**src/inc/ttg_pkg.sv**
```systemverilog
package ttg_pkg;

  // arbitration states, one-hot
  typedef enum logic [4:0] {
    TTG_ST_IDLE = 5'h01,
    TTG_ST_REQ  = 5'h02,
    TTG_ST_GNTD = 5'h04,
    TTG_ST_SEND = 5'h08,
    TTG_ST_GAP  = 5'h10
  } ttg_state_t;

  // transmit sideband word, bit 3 down to bit 0
  typedef struct packed {
    logic discontinue;
    logic streamed;
    logic err_fwd;
    logic ecrc_gen;
  } ttg_tuser_t;

  // per-packet flags reported the cycle after the end beat
  typedef struct packed {
    logic poison;
    logic ecrc;
    logic streamed;
  } ttg_flags_t;

  localparam ttg_flags_t TTG_FLAGS_RST = 3'h0;
  localparam logic [1:0] TTG_RST_SYNC_RST = 2'h0;

endpackage

```
**src/rtl/ttg_grant_flags.sv**
```systemverilog
`timescale 1ns/10ps
// Overview of operation
// - Request drops after each internal packet is serviced, before any new request.
// - Without a grant, user packets keep priority over the pending internal packet.
// - A one-cycle grant during request makes the internal packet go next.
// - Without buffer space, request stays high and the grant is remembered.
// - Poison bit on any beat, start through end, poisons the packet.
// - Digest bit on the first beat appends an end-to-end CRC digest.
// - Request rises when the core has an internal packet ready.
module ttg_grant_flags
  import ttg_pkg::*;
(
  // clock and reset
  input  wire logic       clk,
  input  wire logic       rst_b,
  // core internal packet source
  input  wire logic       int_pkt_ready,
  input  wire logic       int_buf_avail,
  input  wire logic       int_pkt_done,
  output logic            int_send_start,
  // grant handshake with user logic
  output logic            tx_cfg_req,
  input  wire logic       tx_cfg_gnt,
  // transmit stream beats
  input  wire logic       s_axis_tx_tvalid,
  input  wire logic       s_axis_tx_tready,
  input  wire logic       s_axis_tx_tlast,
  input  wire ttg_tuser_t s_axis_tx_tuser,
  // arbitration and packet flags
  output logic            user_start_ok,
  output ttg_flags_t      pkt_flags,
  output logic            pkt_flags_valid,
  output logic            poison_stream_err
);

  logic [1:0] rst_sync_r;
  logic       rst_n;

  always_ff @(posedge clk or negedge rst_b) begin
    if (!rst_b) begin
      rst_sync_r <= TTG_RST_SYNC_RST;
    end else begin
      rst_sync_r <= {rst_sync_r[0], 1'b1};
    end
  end

  assign rst_n = rst_sync_r[1];

  // beat tracking
  logic beat;
  logic sof;
  logic in_pkt_r;
  logic in_pkt_nxt;

  assign beat = s_axis_tx_tvalid && s_axis_tx_tready;
  assign sof  = beat && !in_pkt_r;

  always_comb begin
    in_pkt_nxt = in_pkt_r;
    if (beat) begin
      in_pkt_nxt = !s_axis_tx_tlast;
    end
  end

  always_ff @(posedge clk or negedge rst_n) begin
    if (!rst_n) begin
      in_pkt_r <= 1'b0;
    end else begin
      in_pkt_r <= in_pkt_nxt;
    end
  end

  // grant arbitration
  ttg_state_t state_r;
  ttg_state_t state_nxt;
  logic       req_r;
  logic       req_nxt;
  logic       start_r;
  logic       start_nxt;

  always_comb begin
    state_nxt = state_r;
    case (state_r)
      TTG_ST_IDLE: begin
        if (int_pkt_ready) begin
          state_nxt = TTG_ST_REQ;
        end
      end
      TTG_ST_REQ: begin
        if (tx_cfg_gnt) begin
          if (int_buf_avail && !in_pkt_nxt) begin
            state_nxt = TTG_ST_SEND;
          end else begin
            state_nxt = TTG_ST_GNTD;
          end
        end
      end
      TTG_ST_GNTD: begin
        if (int_buf_avail && !in_pkt_nxt) begin
          state_nxt = TTG_ST_SEND;
        end
      end
      TTG_ST_SEND: begin
        if (int_pkt_done) begin
          state_nxt = TTG_ST_GAP;
        end
      end
      TTG_ST_GAP: begin
        state_nxt = TTG_ST_IDLE;
      end
      default: begin
        state_nxt = TTG_ST_IDLE;
      end
    endcase
    req_nxt   = (state_nxt == TTG_ST_REQ) || (state_nxt == TTG_ST_GNTD);
    start_nxt = (state_nxt == TTG_ST_SEND) && (state_r != TTG_ST_SEND);
  end

  always_ff @(posedge clk or negedge rst_n) begin
    if (!rst_n) begin
      state_r <= TTG_ST_IDLE;
      req_r   <= 1'b0;
      start_r <= 1'b0;
    end else begin
      state_r <= state_nxt;
      req_r   <= req_nxt;
      start_r <= start_nxt;
    end
  end

  assign tx_cfg_req     = req_r;
  assign int_send_start = start_r;
  // user packets may start unless the internal packet holds the slot
  assign user_start_ok  = (state_r != TTG_ST_GNTD) && (state_r != TTG_ST_SEND);

  // per-packet sideband flags
  logic       poison_r;
  logic       ecrc_r;
  logic       stream_r;
  logic       poison_cur;
  logic       ecrc_cur;
  logic       stream_cur;
  ttg_flags_t flags_r;
  ttg_flags_t flags_nxt;
  logic       flags_vld_r;
  logic       flags_vld_nxt;
  logic       perr_r;
  logic       perr_nxt;

  always_comb begin
    poison_cur = poison_r;
    ecrc_cur   = ecrc_r;
    stream_cur = stream_r;
    if (sof) begin
      poison_cur = s_axis_tx_tuser.err_fwd;
      ecrc_cur   = s_axis_tx_tuser.ecrc_gen;
      stream_cur = s_axis_tx_tuser.streamed;
    end else if (beat) begin
      poison_cur = poison_r || s_axis_tx_tuser.err_fwd;
    end
    flags_nxt     = flags_r;
    flags_vld_nxt = beat && s_axis_tx_tlast;
    if (beat && s_axis_tx_tlast) begin
      flags_nxt = '{poison: poison_cur, ecrc: ecrc_cur, streamed: stream_cur};
    end
    // poisoning a cut-through packet is a user fault, flagged for one cycle
    perr_nxt = beat && s_axis_tx_tuser.err_fwd && stream_cur;
  end

  always_ff @(posedge clk or negedge rst_n) begin
    if (!rst_n) begin
      poison_r    <= 1'b0;
      ecrc_r      <= 1'b0;
      stream_r    <= 1'b0;
      flags_r     <= TTG_FLAGS_RST;
      flags_vld_r <= 1'b0;
      perr_r      <= 1'b0;
    end else begin
      poison_r    <= poison_cur;
      ecrc_r      <= ecrc_cur;
      stream_r    <= stream_cur;
      flags_r     <= flags_nxt;
      flags_vld_r <= flags_vld_nxt;
      perr_r      <= perr_nxt;
    end
  end

  assign pkt_flags         = flags_r;
  assign pkt_flags_valid   = flags_vld_r;
  assign poison_stream_err = perr_r;

  property p_req_drop;
    @(posedge clk) disable iff (!rst_n)
      (state_r == TTG_ST_SEND && int_pkt_done) |=> (!tx_cfg_req) [*2];
  endproperty
  a_req_drop: assert property (p_req_drop) else $error("request not dropped after service");

  property p_req_rise;
    @(posedge clk) disable iff (!rst_n)
      (state_r == TTG_ST_IDLE && int_pkt_ready) |=> tx_cfg_req;
  endproperty
  a_req_rise: assert property (p_req_rise) else $error("request not raised for ready packet");

  property p_user_prio;
    @(posedge clk) disable iff (!rst_n)
      (state_r == TTG_ST_REQ && !tx_cfg_gnt) |-> user_start_ok ##1 !int_send_start;
  endproperty
  a_user_prio: assert property (p_user_prio) else $error("internal packet sent without grant");

  property p_grant_next;
    @(posedge clk) disable iff (!rst_n)
      (state_r == TTG_ST_REQ && tx_cfg_gnt && int_buf_avail && !in_pkt_nxt) |=> int_send_start && !tx_cfg_req;
  endproperty
  a_grant_next: assert property (p_grant_next) else $error("grant did not start internal packet");

  property p_grant_held;
    @(posedge clk) disable iff (!rst_n)
      (state_r == TTG_ST_REQ && tx_cfg_gnt && !int_buf_avail) ##1 (!int_buf_avail && !tx_cfg_gnt)
        |=> tx_cfg_req && state_r == TTG_ST_GNTD;
  endproperty
  a_grant_held: assert property (p_grant_held) else $error("captured grant lost");

  property p_grant_ignored;
    @(posedge clk) disable iff (!rst_n)
      ((state_r == TTG_ST_IDLE || state_r == TTG_ST_GAP) && tx_cfg_gnt) |=> !int_send_start;
  endproperty
  a_grant_ignored: assert property (p_grant_ignored) else $error("stray grant started a packet");

  property p_poison;
    @(posedge clk) disable iff (!rst_n)
      (beat && s_axis_tx_tlast && (s_axis_tx_tuser.err_fwd || (in_pkt_r && poison_r)))
        |=> pkt_flags_valid && pkt_flags.poison;
  endproperty
  a_poison: assert property (p_poison) else $error("poison mark not reported");

  // digest request taken at the first beat of a longer packet
  property p_ecrc;
    @(posedge clk) disable iff (!rst_n)
      (sof && !s_axis_tx_tlast && s_axis_tx_tuser.ecrc_gen) |=> ecrc_r;
  endproperty
  a_ecrc: assert property (p_ecrc) else $error("digest request lost");

  // held digest request reaches the end-of-packet report
  property p_ecrc_end;
    @(posedge clk) disable iff (!rst_n)
      (beat && s_axis_tx_tlast && in_pkt_r && ecrc_r) |=> pkt_flags_valid && pkt_flags.ecrc;
  endproperty
  a_ecrc_end: assert property (p_ecrc_end) else $error("digest not reported at packet end");

  // single-beat packet carries its digest request straight to the report
  property p_ecrc_single;
    @(posedge clk) disable iff (!rst_n)
      (sof && s_axis_tx_tlast && s_axis_tx_tuser.ecrc_gen) |=> pkt_flags_valid && pkt_flags.ecrc;
  endproperty
  a_ecrc_single: assert property (p_ecrc_single) else $error("single-beat digest lost");

endmodule

```
**config.mk**
```make
export PLATFORM = sky130hd
export DESIGN_NAME = ttg_grant_flags
export DESIGN_NICKNAME = d
export VERILOG_FILES = /design/src/inc/ttg_pkg.sv /design/src/rtl/ttg_grant_flags.sv
export SDC_FILE = /design/constraint.sdc
export NUM_CORES = 1
export LEC_CHECK = 0
export ABC_AREA = 1
export BUFFER_PORTS_ARGS = -buffer_cell sky130_fd_sc_hd__buf_2
export CORE_MARGIN = 3
export CORE_UTILIZATION = 36
export DETAILED_ROUTE_END_ITERATION = 8
export PLACE_DENSITY = 0.63
export SETUP_SLACK_MARGIN = 0.02
export SLEW_MARGIN = 20
export SYNTH_ARGS = -nofsm -noshare
export SYNTH_HDL_FRONTEND = slang
export SYNTH_SLANG_ARGS = --single-unit
```
**constraint.sdc**
```tcl
create_clock -name clk -period 1.7 [get_ports clk]
set_clock_uncertainty 0.15 [all_clocks]
set_input_delay 0.425 -clock clk [delete_from_list [all_inputs] [get_ports clk]]
set_output_delay 0.425 -clock clk [all_outputs]
set_load 0.1 [all_outputs]
```
==> summary.json <==
{
  "synthesis": {
    "post-synth-top-area-fraction_pct": 53.80,
    "synth-seq-cells": 18,
    "ys_top_cells_by_area": "sky130_fd_sc_hd__dfrtp_1 54%, sky130_fd_sc_hd__nand2_1 9.0%, sky130_fd_sc_hd__inv_1 8.1%",
    "yosys_most_used_dff": "sky130_fd_sc_hd__dfrtp_1",
    "yosysSeqAreaShare_pct": 57.12,
    "synth_nets": 99,
    "post_synth_edffs": 0,
    "netlist_instances": 86,
    "syn-cell-area_um2": 790.8,
    "syn_area_per_cell_um2": 9.195,
    "ys_async_sr_fraction_pct": 100.0,
    "netlist.top_cell.by_area": "sky130_fd_sc_hd__dfrtp_1",
    "yosysWarningCount": 0,
    "post_synth_num_cell_types": 19
  },
  "drt": {
    "route.met3.wl_um": 53,
    "num_vias": 624,
    "ant_nets": 0,
    "wl_per_cell_um": 9.818,
    "highest_layer": "met4",
    "first_iter_violations": 5,
    "m1WireLength_um": 577,
    "route.final.wire_length_um": 1404,
    "route.met2.wl_um": 760,
    "routed_via_density": 4.364,
    "drt_drc_violations_left": 0,
    "dr.pass1.iters": 4
  },
  "timing": {
    "timing.final.setup_violations": 1,
    "setup_tns_ns": -0.2584,
    "share_of_the_clock_period_used_by_the_worst_path_after_layout_pct": 115.2,
    "setup_slack_ns": -0.2584,
    "timing_hold_violations_final": 0,
    "rsz0062_at_grt": "true",
    "maxClockFrequency_ghz": 0.5106,
    "worstMarginPinSlew_ns": 0.6033,
    "final_critical_period_ns": 1.958,
    "slew_headroom_pct": 59.78,
    "finalMaxSlewViolations": 0
  },
  "critical_path": {
    "rr_worst_depth": 8,
    "worst_setup_path_start_kind": "flip-flop",
    "critical_path.reg2reg.startpoint": "state_r[0]",
    "crit_slowest_cell": "sky130_fd_sc_hd__dfstp_2",
    "crit_path_cell_trace": "nor2_4 -> nand2_4 -> inv_4 -> nand2_4 -> o21ai_4 -> inv_4 -> buf_12",
    "critical_path_class": "reg2out",
    "data_required_time_at_the_worst_endpoint_ns": 1.12,
    "worst-r2r-setup-slack_ns": 0.28,
    "reg2reg_to": "state_r[3]",
    "worst_path_largest_cell_delay_ns": 0.57,
    "critical_path_peak_fanout": 3,
    "critical_path_arrival_ns": 1.38,
    "timing.critical_path.to_type": "primary output"
  },
  "power": {
    "combinational_power_share_pct": 43.2,
    "netSwitchingFraction_pct": 43.19,
    "seq_power_share_pct": 39.6,
    "p_sw_uw": 631.6,
    "cellPowerDensity_nw_per_um2": 1360,
    "leakage_uw": 0.0005948,
    "clock_power_share_pct": 17.3,
    "internal_power_uw": 830.6,
    "vdd.ir_drop.worst_uv": 639.0
  },
  "clock_tree": {
    "clock_insertion_delay_worst_skew_ns": 0.29,
    "root_buffer": "sky130_fd_sc_hd__clkbuf_4",
    "cts.sinks": 18,
    "cts_htree_levels": 1,
    "buffers_from_clock_root_to_sink_at_most": 2,
    "clk_pin_slew_ns": 0.10,
    "cts_tree": "done",
    "numCtsBuffers": 3
  },
  "die": {
    "rows": 16,
    "ioPinCount": 21,
    "die_width_um": 52.87,
    "floorplan.initialDensity_pct": 39.11,
    "dieHeight_um": 52.87,
    "floorplan.core_area_um2": 2022,
    "die-area_um2": 2795
  },
  "place": {
    "dpl_cells": 136,
    "routability_congestion_estimate_from_global_placement": 0.8150,
    "dp_hpwl_um": 1076,
    "post_detailed_placement_cell_area_um2": 967.2,
    "port-buffer-count": 19
  },
  "finish": {
    "finish.instance_area_um2": 1075,
    "drive_gt1_share_pct": 43.10,
    "top_register": "state_r",
    "top_library_cells_by_usage_in_the_layout_fill_and_taps_aside": "17 x sky130_fd_sc_hd__nand2_1, 17 x sky130_fd_sc_hd__dfrtp_1, 15 x sky130_fd_sc_hd__inv_1",
    "filler_free_cell_count_of_the_finished_design": 143,
    "antennaDiodeCount": 0,
    "synthesis_to_finish_area_growth_pct": 35.92,
    "largest_register_ff_count": 5,
    "layout.nets": 130
  },
  "grt": {
    "grt_pass1_wl_um": 2428,
    "first_global_vias": 610,
    "initial_antenna_violation_count": 0,
    "grtUsageTotal_pct": 12.56,
    "grt_max_degree": 17,
    "grt_remaining_overflow": 0
  },
  "min_path": {
    "timing.hold.worst.class": "reg2async"
  },
  "run": {
    "maxCapViolations": 0
  },
  "outcome": {
    "failing_checks": "negative setup slack",
    "run_status": "complete, but fails checks"
  }
}
## timing repair
item | in CTS | in global routing
pin swaps | 1 | 1
endpoints found under the setup margin | 1 | 5
resized for setup | 6 | 8
hold endpoints to repair | 2 | 0
buffers inserted | 2 | 0
hold buffers | 1 | 0
## synth_stat cells (2+ instances only)
master                    number
sky130_fd_sc_hd__nand2_4       2
sky130_fd_sc_hd__inv_1        17
sky130_fd_sc_hd__nand4_1       2
sky130_fd_sc_hd__nor2_1        5
sky130_fd_sc_hd__o21ai_0       2
sky130_fd_sc_hd__nand3_1       5
sky130_fd_sc_hd__o21ai_2       3
sky130_fd_sc_hd__nand2_1      19
sky130_fd_sc_hd__nor2_2        4
sky130_fd_sc_hd__dfrtp_1      17
sky130_fd_sc_hd__nand3_2       2
## power by group through the flow
stage,Clock (µW),Sequential [µW],Combinational [µW]
finish,253,578,631
global route,289,591,685
CTS,267,571,598
detailed placement,0,575,550
global placement,0,569,542
floorplan,0,800,200
## how the worst max path moves through the flow
stage / start / to / cells after the start
global placement: state_r[0] / user_start_ok / 7
floorplan: state_r[0] / user_start_ok / 6
CTS: state_r[0] / user_start_ok / 7
detailed placement: state_r[0] / user_start_ok / 7
global route: state_r[0] / user_start_ok / 7
finish: state_r[0] / user_start_ok / 7
## logic make-up after synthesis
family / Yosys count / share of synthesized area [%]
compound gates: 6 / 5.381
flops: 18 / 57.12
other cells: 1 / 0.4742
buf+inv: 18 / 8.544
simple gates: 43 / 28.48
## final cells by class
type	count	area, µm²
flip-flops and latches	18	451.7
fillers	195	947.2
repair buffers	26	175.2
clock buffers	4	36.28
well taps	27	33.78
multi-input cells	50	305.3
inverters	18	72.57
## per-stage QoR
step	utilization (%)	setup WS [ns]	hold WS (ns)	power, µW
6_report	53.16	-0.2584	0.09355	1462
5_1_grt	53.16	-0.3391	0.1309	1565
4_1_cts	51.79	-0.2995	0.1352	1435
3_5_place_dp	47.83	-0.01238	0.06084	1125
3_3_place_gp	47.83	0.008432	0.06094	1112
2_1_floorplan	-	0.01712	-0.02059	1000
## metal layers
layer	up-vias	track usage (%)
li1	319	-
met1	291	13.48
met4	0	9.362
met2	12	19.42
met3	2	5.352
met5	-	0
## worst max-delay path, delay by kind of cell, from the launching register on
family          cells  cell delay (ns)
flops               1             0.57
buf+inv             3             0.26
simple gates        3             0.19
compound gates      1             0.07
Power figures use the tool's default switching activity.
